`src/pdd_pkg.sv`:
```
// Shared constants, descriptor layout and state codes of the descriptor DMA.
package pdd_pkg;

  // Register byte offsets on the Avalon-MM slave.
  localparam logic [7:0] REG_CTRL      = 8'h00;
  localparam logic [7:0] REG_TX_HEAD   = 8'h04;
  localparam logic [7:0] REG_RX_HEAD   = 8'h08;
  localparam logic [7:0] REG_RX_OFFSET = 8'h0C;
  localparam logic [7:0] REG_STATUS    = 8'h10;
  localparam logic [7:0] REG_TX_DONE   = 8'h14;

  // Control register bits.
  localparam int CTRL_ACCEPT_ERR = 0;
  localparam int CTRL_TX_TDOWN   = 1;
  localparam int CTRL_RX_TDOWN   = 2;

  // Status register bits and error code field.
  localparam int STAT_HOST_ERR   = 0;
  localparam int STAT_BUSY       = 1;
  localparam int STAT_TX_TD_DONE = 2;
  localparam int STAT_RX_TD_DONE = 3;
  localparam int STAT_CODE_LSB   = 8;

  // Descriptor word byte offsets inside one four-word descriptor.
  localparam logic [31:0] DW_LEN_OFS   = 32'h0000_0008;
  localparam logic [31:0] DW_FLAG_OFS  = 32'h0000_000C;
  localparam logic [31:0] DW_STRIDE    = 32'h0000_0004;

  // Word 2: buffer offset in the upper half, buffer length in the lower.
  localparam int OFS_LSB  = 16;
  localparam int OFS_W    = 12;
  localparam int LEN_W    = 16;
  localparam int RXLEN_W  = 12;

  // Word 3: flags in the upper half, packet length in the lower half.
  localparam int F_FIRST     = 31;
  localparam int F_LAST      = 30;
  localparam int F_OWN       = 29;
  localparam int F_QEMPTY    = 28;
  localparam int F_TDOWN     = 27;
  localparam int F_PASS_CRC  = 26;
  localparam int F_JABBER    = 25;
  localparam int F_OVERSIZE  = 24;
  localparam int F_DIRECTED  = 20;
  localparam int F_PORT      = 16;
  localparam int PORT_W      = 2;

  // Reset value of every 32-bit register.
  localparam logic [31:0] RST_WORD = 32'h0000_0000;

  // Host error codes.
  localparam logic [3:0] ERR_NONE   = 4'h0;
  localparam logic [3:0] ERR_OWN    = 4'h1;
  localparam logic [3:0] ERR_PTR    = 4'h2;
  localparam logic [3:0] ERR_LEN    = 4'h3;
  localparam logic [3:0] ERR_LINK   = 4'h4;
  localparam logic [3:0] ERR_PKTLEN = 4'h5;
  localparam logic [3:0] ERR_RXCAP  = 4'h6;

  // Engine states, Gray coded along fetch, segment and write-back.
  typedef enum logic [2:0] {
    PDD_IDLE  = 3'b000,
    PDD_FETCH = 3'b001,
    PDD_SEG   = 3'b011,
    PDD_WLEN  = 3'b010,
    PDD_WLAST = 3'b110,
    PDD_WSOP  = 3'b111,
    PDD_TDOWN = 3'b101
  } pdd_state_t;

endpackage

```
`src/pdd_mem_if.sv`:
```
// Command path between the engine and its descriptor word mover.
`timescale 1ns/1ps
interface pdd_mem_if;
  logic        start;
  logic        wr;
  logic [31:0] addr;
  logic [31:0] wdata;
  logic        done;
  logic [31:0] word [4];

  modport eng (output start, wr, addr, wdata, input done, word);
  modport mov (input start, wr, addr, wdata, output done, word);
endinterface

```
`src/pdd_mover.sv`:
```
// Descriptor word mover: reads four words or writes one word of a descriptor.
`timescale 1ns/1ps
module pdd_mover
  import pdd_pkg::*;
(
  input  wire logic  core_clk,
  input  wire logic  arst_n,
  pdd_mem_if.mov     cmd,
  output logic       mem_req,
  output logic       mem_we,
  output logic [31:0] mem_addr,
  output logic [31:0] mem_wdata,
  input  wire logic [31:0] mem_rdata,
  input  wire logic  mem_ack
);

  logic        busy;
  logic        is_wr;
  logic [1:0]  idx;
  logic [31:0] base;
  logic        done_q;

  assign cmd.done = done_q;

  // Request sequencer; one word at a time keeps the memory side simple.
  always_ff @(posedge core_clk or negedge arst_n) begin
    if (!arst_n) begin
      busy      <= 1'b0;
      is_wr     <= 1'b0;
      idx       <= 2'h0;
      base      <= RST_WORD;
      done_q    <= 1'b0;
      mem_req   <= 1'b0;
      mem_we    <= 1'b0;
      mem_addr  <= RST_WORD;
      mem_wdata <= RST_WORD;
    end else begin
      done_q <= 1'b0;
      if (!busy && cmd.start) begin
        busy      <= 1'b1;
        is_wr     <= cmd.wr;
        idx       <= 2'h0;
        base      <= cmd.addr;
        mem_req   <= 1'b1;
        mem_we    <= cmd.wr;
        mem_addr  <= cmd.addr;
        mem_wdata <= cmd.wdata;
      end else if (busy && mem_ack) begin
        if (is_wr || idx == 2'h3) begin
          busy    <= 1'b0;
          mem_req <= 1'b0;
          mem_we  <= 1'b0;
          done_q  <= 1'b1;
        end else begin
          idx      <= idx + 2'h1;
          mem_addr <= base + {28'h0000000, idx + 2'h1, 2'h0};
        end
      end
    end
  end

  // Four captured descriptor words, one register per word.
  genvar g;
  generate
    for (g = 0; g < 4; g++) begin : g_word
      always_ff @(posedge core_clk or negedge arst_n) begin
        if (!arst_n) begin
          cmd.word[g] <= RST_WORD;
        end else if (busy && mem_ack && !is_wr && idx == 2'(g)) begin
          cmd.word[g] <= mem_rdata;
        end
      end
    end
  endgenerate

endmodule

```
`src/pdd_engine.sv`:
```
// Packet descriptor DMA engine: walks transmit and receive descriptor lists.
`timescale 1ns/1ps
// What this block does
// - Descriptors are four aligned 32-bit words, fetched and updated in place.
// - Word zero links the next descriptor; zero marks the queue's end.
// - Transmit first buffer skips its offset count of leading bytes.
// - First and last flags bound a packet spanning chained descriptors.
// - Software sets ownership on first descriptor; engine clears it when done.
// - Transmit last descriptor with zero link gets the queue-empty flag.
// - Finished teardown sets the teardown-done flag in a first descriptor.
// - Host-CRC flag clear: device appends its own generated CRC.
// - Host-CRC flag set: device sends the buffer's last four CRC bytes.
// - Directed flag forwards the packet to exactly one indexed port.
// - Directed port index 0 means port 0, index 1 means port 1.
// - Packet length below buffer sum truncates the packet to that length.
// - Packet length above buffer sum is a host error.
// - Receive first descriptor gets the configured 12-bit receive offset.
// - Receive first length is rewritten when short or offset nonzero.
// - Receive last length is rewritten when buffer is not filled.
// - Engine sets first and last flags on stored receive packets.
// - Receive last descriptor with zero link gets the queue-empty flag.
// - Packet stored with CRC sets CRC flag; length counts CRC bytes.
// - Accepted jabber frame sets jabber flag in first receive descriptor.
// - Accepted oversize frame sets oversize flag in first receive descriptor.
// - Writing a nonzero transmit head pointer starts transmit fetching.
// - Missing ownership, zero buffer address or zero length is host error.
module pdd_engine
  import pdd_pkg::*;
(
  input  wire logic        core_clk,
  input  wire logic        arst_n,
  input  wire logic [7:0]  avs_address,
  input  wire logic        avs_read,
  input  wire logic        avs_write,
  input  wire logic [31:0] avs_writedata,
  output logic [31:0]      avs_readdata,
  output logic             avs_waitrequest,
  output logic             mem_req,
  output logic             mem_we,
  output logic [31:0]      mem_addr,
  output logic [31:0]      mem_wdata,
  input  wire logic [31:0] mem_rdata,
  input  wire logic        mem_ack,
  output logic             tx_seg_valid,
  input  wire logic        tx_seg_ready,
  output logic [31:0]      tx_seg_addr,
  output logic [15:0]      tx_seg_len,
  output logic             tx_seg_first,
  output logic             tx_seg_last,
  output logic             tx_gen_crc,
  output logic             tx_directed,
  output logic [1:0]       tx_dest_port,
  input  wire logic        rx_pkt_valid,
  input  wire logic [11:0] rx_pkt_len,
  input  wire logic        rx_crc_incl,
  input  wire logic        rx_jabber,
  input  wire logic        rx_oversize,
  output logic             rx_pkt_done,
  output logic [31:0]      rx_buf_addr,
  output logic             host_error,
  output logic             accept_error_frames
);

  pdd_mem_if mif ();

  pdd_mover i_pdd_mover (
    .core_clk  (core_clk),
    .arst_n    (arst_n),
    .cmd       (mif),
    .mem_req   (mem_req),
    .mem_we    (mem_we),
    .mem_addr  (mem_addr),
    .mem_wdata (mem_wdata),
    .mem_rdata (mem_rdata),
    .mem_ack   (mem_ack)
  );

  pdd_state_t         state;
  logic [31:0]        tx_head;
  logic [31:0]        rx_head;
  logic [OFS_W-1:0]   rx_offset;
  logic [31:0]        tx_done_ptr;
  logic               tx_tdown_req;
  logic               rx_tdown_req;
  logic               tx_td_done;
  logic               rx_td_done;
  logic [3:0]         err_code;
  logic               is_rx;
  logic               first;
  logic [31:0]        cur;
  logic [31:0]        sop_addr;
  logic [31:0]        sop_flags;
  logic [LEN_W-1:0]   rem;
  logic [LEN_W-1:0]   used;
  logic               last_desc;
  logic               mstart;
  logic               mwr;
  logic [31:0]        maddr;
  logic [31:0]        mwdata;
  logic               err_set;
  logic               tx_td_set;
  logic               rx_td_set;

  assign mif.start = mstart;
  assign mif.wr    = mwr;
  assign mif.addr  = maddr;
  assign mif.wdata = mwdata;

  // Fields of the descriptor just fetched.
  wire [31:0]      d_next   = mif.word[0];
  wire [31:0]      d_buf    = mif.word[1];
  wire [LEN_W-1:0] d_len    = mif.word[2][LEN_W-1:0];
  wire [LEN_W-1:0] d_ofs    = {4'h0, mif.word[2][OFS_LSB +: OFS_W]};
  wire [31:0]      d_flags  = mif.word[3];
  wire [LEN_W-1:0] d_pkt    = mif.word[3][LEN_W-1:0];
  wire             d_done   = mif.done;

  // Bus decode; a request is taken in the cycle waitrequest is low.
  wire bus_req   = (avs_read || avs_write) && avs_waitrequest;
  wire bus_take  = (avs_read || avs_write) && !avs_waitrequest;
  wire wr_take   = avs_write && !avs_waitrequest;
  wire wr_ctrl   = wr_take && avs_address == REG_CTRL;
  wire wr_txhead = wr_take && avs_address == REG_TX_HEAD;
  wire wr_rxhead = wr_take && avs_address == REG_RX_HEAD;
  wire wr_rxofs  = wr_take && avs_address == REG_RX_OFFSET;
  wire wr_stat   = wr_take && avs_address == REG_STATUS;
  wire busy      = state != PDD_IDLE;

  // Transmit length bookkeeping: remaining count, this segment, descriptor faults.
  wire [LEN_W-1:0] tx_rem  = first ? d_pkt : rem;
  wire [LEN_W-1:0] tx_take = (d_len < tx_rem) ? d_len : tx_rem;
  wire             tx_bad_first = first && (!d_flags[F_FIRST]
                                  || !d_flags[F_OWN] || d_pkt == '0);
  wire             tx_bad_ptr = d_buf == '0 || d_len == '0;
  wire             tx_bad_link = !d_flags[F_LAST] && d_next == '0;

  // Receive capacity: the first buffer loses the configured offset.
  wire [LEN_W-1:0] rx_ofs16 = {4'h0, rx_offset};
  wire [LEN_W-1:0] rx_cap   = first ? (d_len - rx_ofs16) : d_len;
  wire [LEN_W-1:0] rx_rem   = first ? {4'h0, rx_pkt_len} : rem;
  wire [LEN_W-1:0] rx_take  = (rx_cap < rx_rem) ? rx_cap : rx_rem;
  wire             rx_bad_own = first && !d_flags[F_OWN];
  wire             rx_bad_len = first ? (d_len <= rx_ofs16)
                                      : (d_len == '0);

  // Flag words written back at the end of a packet.
  wire [31:0] eop_bits  = (32'h1 << F_LAST)
                        | ((d_next == '0) ? (32'h1 << F_QEMPTY) : 32'h0);
  wire [31:0] tx_qempty = (d_next == '0) ? (32'h1 << F_QEMPTY) : 32'h0;
  wire [31:0] rx_sop_w  = (32'h1 << F_FIRST)
                        | (32'(rx_crc_incl) << F_PASS_CRC)
                        | (32'(accept_error_frames && rx_jabber) << F_JABBER)
                        | (32'(accept_error_frames && rx_oversize)
                           << F_OVERSIZE)
                        | {20'h00000, rx_pkt_len};
  wire [31:0] own_clear = ~(32'h1 << F_OWN);
  wire        one_desc  = cur == sop_addr;

  // Read multiplexer; unmapped offsets read as zero.
  wire [31:0] status_w = {20'h00000, err_code, 4'h0, rx_td_done,
                          tx_td_done, busy, host_error};
  wire [31:0] rd_mux =
      (avs_address == REG_CTRL)      ? {29'h0, rx_tdown_req, tx_tdown_req,
                                        accept_error_frames} :
      (avs_address == REG_TX_HEAD)   ? tx_head :
      (avs_address == REG_RX_HEAD)   ? rx_head :
      (avs_address == REG_RX_OFFSET) ? {20'h00000, rx_offset} :
      (avs_address == REG_STATUS)    ? status_w :
      (avs_address == REG_TX_DONE)   ? tx_done_ptr : 32'h0000_0000;

  // Avalon answer: waitrequest drops one cycle after the request rises.
  always_ff @(posedge core_clk or negedge arst_n) begin
    if (!arst_n) begin
      avs_waitrequest <= 1'b1;
      avs_readdata    <= RST_WORD;
    end else begin
      avs_waitrequest <= !bus_req;
      if (bus_req && avs_read) begin
        avs_readdata <= rd_mux;
      end
    end
  end

  // Software configuration; the teardown request clears when it completes.
  always_ff @(posedge core_clk or negedge arst_n) begin
    if (!arst_n) begin
      accept_error_frames <= 1'b0;
      rx_offset           <= '0;
    end else begin
      if (wr_ctrl) begin
        accept_error_frames <= avs_writedata[CTRL_ACCEPT_ERR];
      end
      if (wr_rxofs) begin
        rx_offset <= avs_writedata[OFS_W-1:0];
      end
    end
  end

  // Status flags; a hardware set wins over a software write-one clear.
  always_ff @(posedge core_clk or negedge arst_n) begin
    if (!arst_n) begin
      host_error <= 1'b0;
      tx_td_done <= 1'b0;
      rx_td_done <= 1'b0;
    end else begin
      host_error <= (err_set) ||
                    (host_error && !(wr_stat && avs_writedata[STAT_HOST_ERR]));
      tx_td_done <= tx_td_set || (tx_td_done
                    && !(wr_stat && avs_writedata[STAT_TX_TD_DONE]));
      rx_td_done <= rx_td_set || (rx_td_done
                    && !(wr_stat && avs_writedata[STAT_RX_TD_DONE]));
    end
  end

  // Descriptor walker shared by both directions over one memory port.
  always_ff @(posedge core_clk or negedge arst_n) begin
    if (!arst_n) begin
      state <= PDD_IDLE;       tx_head <= RST_WORD;   rx_head <= RST_WORD;
      tx_done_ptr <= RST_WORD; tx_tdown_req <= 1'b0;  rx_tdown_req <= 1'b0;
      err_code <= ERR_NONE;    err_set <= 1'b0;       tx_td_set <= 1'b0;
      rx_td_set <= 1'b0;       is_rx <= 1'b0;         first <= 1'b0;
      cur <= RST_WORD;         sop_addr <= RST_WORD;  sop_flags <= RST_WORD;
      rem <= '0;               used <= '0;            last_desc <= 1'b0;
      mstart <= 1'b0;          mwr <= 1'b0;           maddr <= RST_WORD;
      mwdata <= RST_WORD;      tx_seg_valid <= 1'b0;  tx_seg_addr <= RST_WORD;
      tx_seg_len <= '0;        tx_seg_first <= 1'b0;  tx_seg_last <= 1'b0;
      tx_gen_crc <= 1'b0;      tx_directed <= 1'b0;   tx_dest_port <= '0;
      rx_pkt_done <= 1'b0;     rx_buf_addr <= RST_WORD;
    end else begin
      mstart      <= 1'b0;
      err_set     <= 1'b0;
      tx_td_set   <= 1'b0;
      rx_td_set   <= 1'b0;
      rx_pkt_done <= 1'b0;
      if (wr_ctrl) begin
        tx_tdown_req <= tx_tdown_req || avs_writedata[CTRL_TX_TDOWN];
        rx_tdown_req <= rx_tdown_req || avs_writedata[CTRL_RX_TDOWN];
      end
      if (wr_txhead) tx_head <= avs_writedata;
      if (wr_rxhead) rx_head <= avs_writedata;
      unique case (state)
        PDD_IDLE: begin
          first <= 1'b1;
          if (tx_tdown_req || rx_tdown_req) begin
            is_rx <= !tx_tdown_req;
            cur   <= tx_tdown_req ? tx_head : rx_head;
            if ((tx_tdown_req ? tx_head : rx_head) != '0) begin
              mstart <= 1'b1;
              mwr    <= 1'b1;
              maddr  <= (tx_tdown_req ? tx_head : rx_head) + DW_FLAG_OFS;
              mwdata <= (32'h1 << F_FIRST) | (32'h1 << F_TDOWN);
              state  <= PDD_TDOWN;
            end else begin
              state <= PDD_TDOWN;
            end
          end else if (tx_head != '0 && !wr_txhead) begin
            is_rx <= 1'b0; cur <= tx_head; sop_addr <= tx_head;
            mstart <= 1'b1; mwr <= 1'b0; maddr <= tx_head;
            state <= PDD_FETCH;
          end else if (rx_pkt_valid && rx_head != '0 && !wr_rxhead) begin
            is_rx <= 1'b1; cur <= rx_head; sop_addr <= rx_head;
            mstart <= 1'b1; mwr <= 1'b0; maddr <= rx_head;
            state <= PDD_FETCH;
          end
        end
        PDD_TDOWN: begin
          if (d_done || maddr != cur + DW_FLAG_OFS || cur == '0) begin
            if (is_rx) begin
              rx_tdown_req <= 1'b0; rx_td_set <= 1'b1; rx_head <= RST_WORD;
            end else begin
              tx_tdown_req <= 1'b0; tx_td_set <= 1'b1; tx_head <= RST_WORD;
            end
            state <= PDD_IDLE;
          end
        end
        PDD_FETCH: begin
          if (d_done && !is_rx) begin
            if (first) sop_flags <= d_flags;
            if (tx_bad_first || tx_bad_ptr || tx_bad_link) begin
              err_code <= tx_bad_first ? ERR_OWN
                        : (tx_bad_ptr ? ERR_PTR : ERR_LINK);
              err_set <= 1'b1; tx_head <= RST_WORD; state <= PDD_IDLE;
            end else begin
              tx_seg_valid <= tx_take != '0;
              tx_seg_addr  <= d_buf + (first ? {16'h0, d_ofs} : 32'h0);
              tx_seg_len   <= tx_take;
              tx_seg_first <= first;
              tx_seg_last  <= d_flags[F_LAST];
              tx_gen_crc   <= !(first ? d_flags[F_PASS_CRC]
                                      : sop_flags[F_PASS_CRC]);
              tx_directed  <= first ? d_flags[F_DIRECTED]
                                    : sop_flags[F_DIRECTED];
              tx_dest_port <= first ? d_flags[F_PORT +: PORT_W]
                                    : sop_flags[F_PORT +: PORT_W];
              rem   <= tx_rem - tx_take;
              state <= PDD_SEG;
            end
          end else if (d_done) begin
            if (rx_bad_own || d_buf == '0 || rx_bad_len) begin
              err_code <= rx_bad_own ? ERR_OWN
                        : (d_buf == '0 ? ERR_PTR : ERR_RXCAP);
              err_set <= 1'b1; rx_head <= RST_WORD; rx_pkt_done <= 1'b1;
              state <= PDD_IDLE;
            end else begin
              used        <= rx_take;
              rem         <= rx_rem - rx_take;
              last_desc   <= rx_take == rx_rem;
              rx_buf_addr <= d_buf + (first ? {20'h0, rx_offset} : 32'h0);
              mstart <= 1'b1; mwr <= 1'b1; maddr <= cur + DW_LEN_OFS;
              mwdata <= {4'h0, (first ? rx_offset : 12'h000),
                         rx_take};
              state  <= PDD_WLEN;
            end
          end
        end
        PDD_SEG: begin
          if (tx_seg_ready || !tx_seg_valid) begin
            tx_seg_valid <= 1'b0;
            first <= 1'b0;
            if (!d_flags[F_LAST]) begin
              cur <= d_next; mstart <= 1'b1; mwr <= 1'b0; maddr <= d_next;
              state <= PDD_FETCH;
            end else if (rem != '0) begin
              err_code <= ERR_PKTLEN; err_set <= 1'b1;
              tx_head <= RST_WORD; state <= PDD_IDLE;
            end else if (!one_desc && d_next == '0) begin
              mstart <= 1'b1; mwr <= 1'b1; maddr <= cur + DW_FLAG_OFS;
              mwdata <= d_flags | tx_qempty;
              state  <= PDD_WLAST;
            end else begin
              mstart <= 1'b1; mwr <= 1'b1; maddr <= sop_addr + DW_FLAG_OFS;
              mwdata <= (sop_flags | (one_desc ? tx_qempty : 32'h0))
                        & own_clear;
              state  <= PDD_WSOP;
            end
          end
        end
        PDD_WLEN: begin
          if (d_done) begin
            first <= 1'b0;
            if (!last_desc && d_next == '0) begin
              err_code <= ERR_LINK; err_set <= 1'b1;
              rx_head <= RST_WORD; rx_pkt_done <= 1'b1; state <= PDD_IDLE;
            end else if (!last_desc) begin
              cur <= d_next; mstart <= 1'b1; mwr <= 1'b0; maddr <= d_next;
              state <= PDD_FETCH;
            end else if (!one_desc) begin
              mstart <= 1'b1; mwr <= 1'b1; maddr <= cur + DW_FLAG_OFS;
              mwdata <= eop_bits;
              state  <= PDD_WLAST;
            end else begin
              mstart <= 1'b1; mwr <= 1'b1; maddr <= sop_addr + DW_FLAG_OFS;
              mwdata <= rx_sop_w | eop_bits;
              state  <= PDD_WSOP;
            end
          end
        end
        PDD_WLAST: begin
          if (d_done) begin
            mstart <= 1'b1; mwr <= 1'b1; maddr <= sop_addr + DW_FLAG_OFS;
            mwdata <= is_rx ? rx_sop_w : (sop_flags & own_clear);
            state  <= PDD_WSOP;
          end
        end
        PDD_WSOP: begin
          if (d_done) begin
            if (is_rx) begin
              rx_head <= d_next; rx_pkt_done <= 1'b1;
            end else begin
              tx_head <= d_next; tx_done_ptr <= cur;
            end
            state <= PDD_IDLE;
          end
        end
      endcase
    end
  end

endmodule

```
`config.mk`:
```
export PLATFORM = sky130hd
export DESIGN_NAME = pdd_engine
export DESIGN_NICKNAME = d
export VERILOG_FILES = /design/src/pdd_pkg.sv /design/src/pdd_mem_if.sv /design/src/pdd_mover.sv /design/src/pdd_engine.sv
export SDC_FILE = /design/constraint.sdc
export NUM_CORES = 2
export LEC_CHECK = 0
export ABC_AREA = 0
export BUFFER_PORTS_ARGS = -buffer_cell sky130_fd_sc_hd__buf_2
export CORE_MARGIN = 2
export CORE_UTILIZATION = 29
export DETAILED_ROUTE_END_ITERATION = 6
export PLACE_DENSITY = 0.55
export SETUP_SLACK_MARGIN = 0.1
export SLEW_MARGIN = 20
export SYNTH_ARGS = -nofsm -noshare
export SYNTH_HDL_FRONTEND = slang
export SYNTH_SLANG_ARGS = --single-unit
```
`constraint.sdc`:
```
create_clock -name core_clk -period 7.9 [get_ports core_clk]
set_input_delay 0.395 -clock core_clk [delete_from_list [all_inputs] [get_ports core_clk]]
set_output_delay 0.395 -clock core_clk [all_outputs]
set_load 0.01 [all_outputs]
```
==> impl_metrics.csv <==
group,metric,value,unit
synthesis,synth-seq-cells,650,
worst_setup_path,cp_data_arrival_time,7.59,ns
die,core_area,0.1338,mm²
power,power_density,494.6,mW/mm²
clock_network,clkSinkCount,650,
sta,setup_viol,0,
layout,syn2layout_area_growth,15.75,%
synthesis,netlist_area,0.03917,mm²
power,ir_worst_vdd,385.8,µV
layout,drive_above_1_share,17.80,%
clock_network,clockRootBuffer,"clkbuf_16",
clock_network,clk_latency,0.70,ns
detailed_routing,wire_per_inst,25.89,µm
global_routing,grt_overflow,0,
worst_setup_path,cpPeakStageDelay,0.51,ns
synthesis,synth_edf_count,0,
detailed_routing,antenna_left,0,
global_routing,antenna_found_initial,13,
clock_network,h-tree-depth,3,
worst_setup_path,worstSetupEndpointType,"flop",
worst_setup_path,cp.required,8.48,ns
placement,portBuffers,282,
global_routing,grt_pass1_vias,33820,
worst_setup_path,slowest_stage,"a31oi_1",
global_routing,grt_max_degree,172,
sta,hold_violations,0,
global_routing,track_usage,23.41,%
placement,gp_congestion,0.9546,
clock_network,clockBufferDepth,3,
synthesis,synth_cell_type_count,85,
clock_network,cts_resized,0,
detailed_routing,viasPerCell,5.530,
clock_network,clkSlewWorstSetupHoldPaths,0.06,ns
synthesis,async_reset_ff_share,100.0,%
sta,fmax,142.6,MHz
worst_setup_path,crit_family,"compound AO/OA/AOI/OAI gates",
sta,tightest_slew,1.162,ns
detailed_routing,drtIter0Drc,3729,
die,fp.dieH,371.5,µm
die,die_x,371.5,µm
die,start_util,29.28,%
placement,dpl_worst_slack,1.007,ns
worst_hold_path,worstHoldPathType,"input pin to flop",
global_routing,grt_pass1_wl,238500,µm
layout,finalNetCount,4713,
detailed_routing,routed_wirelength,164100,µm
worst_setup_path,startpoint_type,"flop",
synthesis,ys.flop_type,"dfrtp_1",
die,ioPinCount,283,
layout,final_common_cell,"nand2_1",
die,dieArea,0.1380,mm²
detailed_routing,drcViolationCount,0,
sta,finalCriticalPeriod,7.014,ns
synthesis,synth_nets,4545,
sta,fin_crit_sh,88.79,%
detailed_routing,dr.pass1.iters,6,
clock_network,cts_setup_buffers,0,
die,row_count,134,
worst_setup_path,cp_max_fo,11,
layout,final_core_util,33.89,%
power,p_leak,20.06,nW
sta,setup_tns,0,ns
synthesis,avgSynthCellArea,9.035,µm²
sta,slew_viol_final,0,
placement,hpwl,122800,µm
synthesis,yosysWarnings,0,
sta,slew_headroom,20.55,%
sta,grt_setup_unrepaired,"no",
layout,final_cell_mix,"nand2_1, dfrtp_1, o21ai_0, buf_2, nor2_1",
clock_network,cts_made_buffers,79,
synthesis,seq_area_frac_synth,41.53,%
power,finalPower,0.02242,W
flow_run,drv_cap,0,
sta,setup_ws,0.8857,ns
clock_network,cts_tree,"built",
worst_setup_path,path_class,"flop to flop",
run_status,status,"finished clean",
sta,fin_worst_skew,0.03961,ns
synthesis,netlist_instances,4335,
detailed_routing,vias,35050,
worst_setup_path,cp_num_buf_inv,1,
worst paths after layout:
kind	from	end	slack (ns)	depth (start not counted)
max reg2reg	i_pdd_mover.cmd.word[32]	rem[15]	0.89	26
min in group asynchronous	arst_n	i_pdd_mover.mem_wdata[9]	0.30	2
min	avs_writedata[28]	rx_head[28]	0.03	3
max in group asynchronous	arst_n	rx_buf_addr[5]	6.05	3
min reg2reg	rx_td_set	rx_td_done	0.43	1
max	i_pdd_mover.cmd.word[32]	rem[15]	0.89	26
worst min-delay path, stage by stage:
cell and delay, ns:
buf_2 0.11, mux2i_1 0.08, o21ai_2 0.10
what timing repair did:
item,in CTS,in global routing
hold endpoints to repair,114,0
setup endpoints to repair,0,0
hold buffers,24,0
cell type report:
type / instances / area (µm²)
clock buffers: 108 / 2247
flip-flops and latches: 650 / 16270
inverters: 110 / 412.9
fillers: 14000 / 88460
clock inverters: 38 / 402.9
repair buffers: 379 / 2247
multi-input cells: 3283 / 21540
well taps: 1768 / 2212
diodes: 3 / 7.507
kinds of logic after synthesis:
family,Yosys count,synth area share [%]
xor gates and xnor gates,239,5.485
and+or+nand+nor,1482,17.43
muxes,354,9.788
buffers and inverters,402,3.942
adders and majority gates,116,3.820
AOI/OAI and AO/OA,1092,18.01
DFF,650,41.53
per-stage QoR:
step                cells  cell area (µm²)  hold WS [ns]
finish               6339            45340       0.02757
global route         6336            45330       0.02495
global placement     6166            42420        0.4089
CTS                  6336            45310      0.001052
floorplan            4335            39170       0.09941
detailed placement   6166            42420        0.4142
per-layer routing:
layer	global-route usage, %	part of all wire, %
met1	31.10	42
met2	37.41	46
met3	3.695	6.9
met4	10.63	4.9
met5	0	0.049
registers in the layout (all words and copies together), names as in the netlist, 16 cells and up:
register	count
tx_seg_addr	32
tx_head	32
sop_addr	32
i_pdd_mover.mem_addr	32
sop_flags	31
i_pdd_mover.cmd.word	124
cur	32
rx_buf_addr	32
maddr	32
rx_head	32
rem	16
avs_readdata	32
mif.wdata	32
i_pdd_mover.base	32
tx_done_ptr	32
i_pdd_mover.mem_wdata	32
tx_seg_len	16
Yosys cell counts (33+ instances only):
cell	n	area, µm²
a21o_1	60	450.4
a21oi_1	200	1001
a221oi_1	40	350.3
a22oi_1	50	375.4
buf_1	34	127.6
clkbuf_1	247	927.1
dfrtp_1	649	16240
ha_1	110	1376
inv_1	109	409.1
mux2_2	232	2613
mux2i_1	122	1221
nand2_1	704	2643
nand3_1	81	405.4
nand4_1	55	344.1
nor2_1	259	972.2
nor2b_1	51	319.1
nor3_1	80	400.4
nor4_1	70	437.9
o21ai_0	380	1902
o31ai_1	33	247.7
xnor2_1	108	945.9
xor2_1	127	1112
where the power goes:
| part | internal [W] | total [W] | leakage [nW] | switching [W] |
|---|---|---|---|---|
| logic | 0.00456 | 0.0123 | 10.3 | 0.00776 |
| clock network | 0.00218 | 0.00378 | 1.29 | 0.00161 |
| registers | 0.00449 | 0.00632 | 8.46 | 0.00183 |
Note: power is estimated with default switching activity, not from simulation.
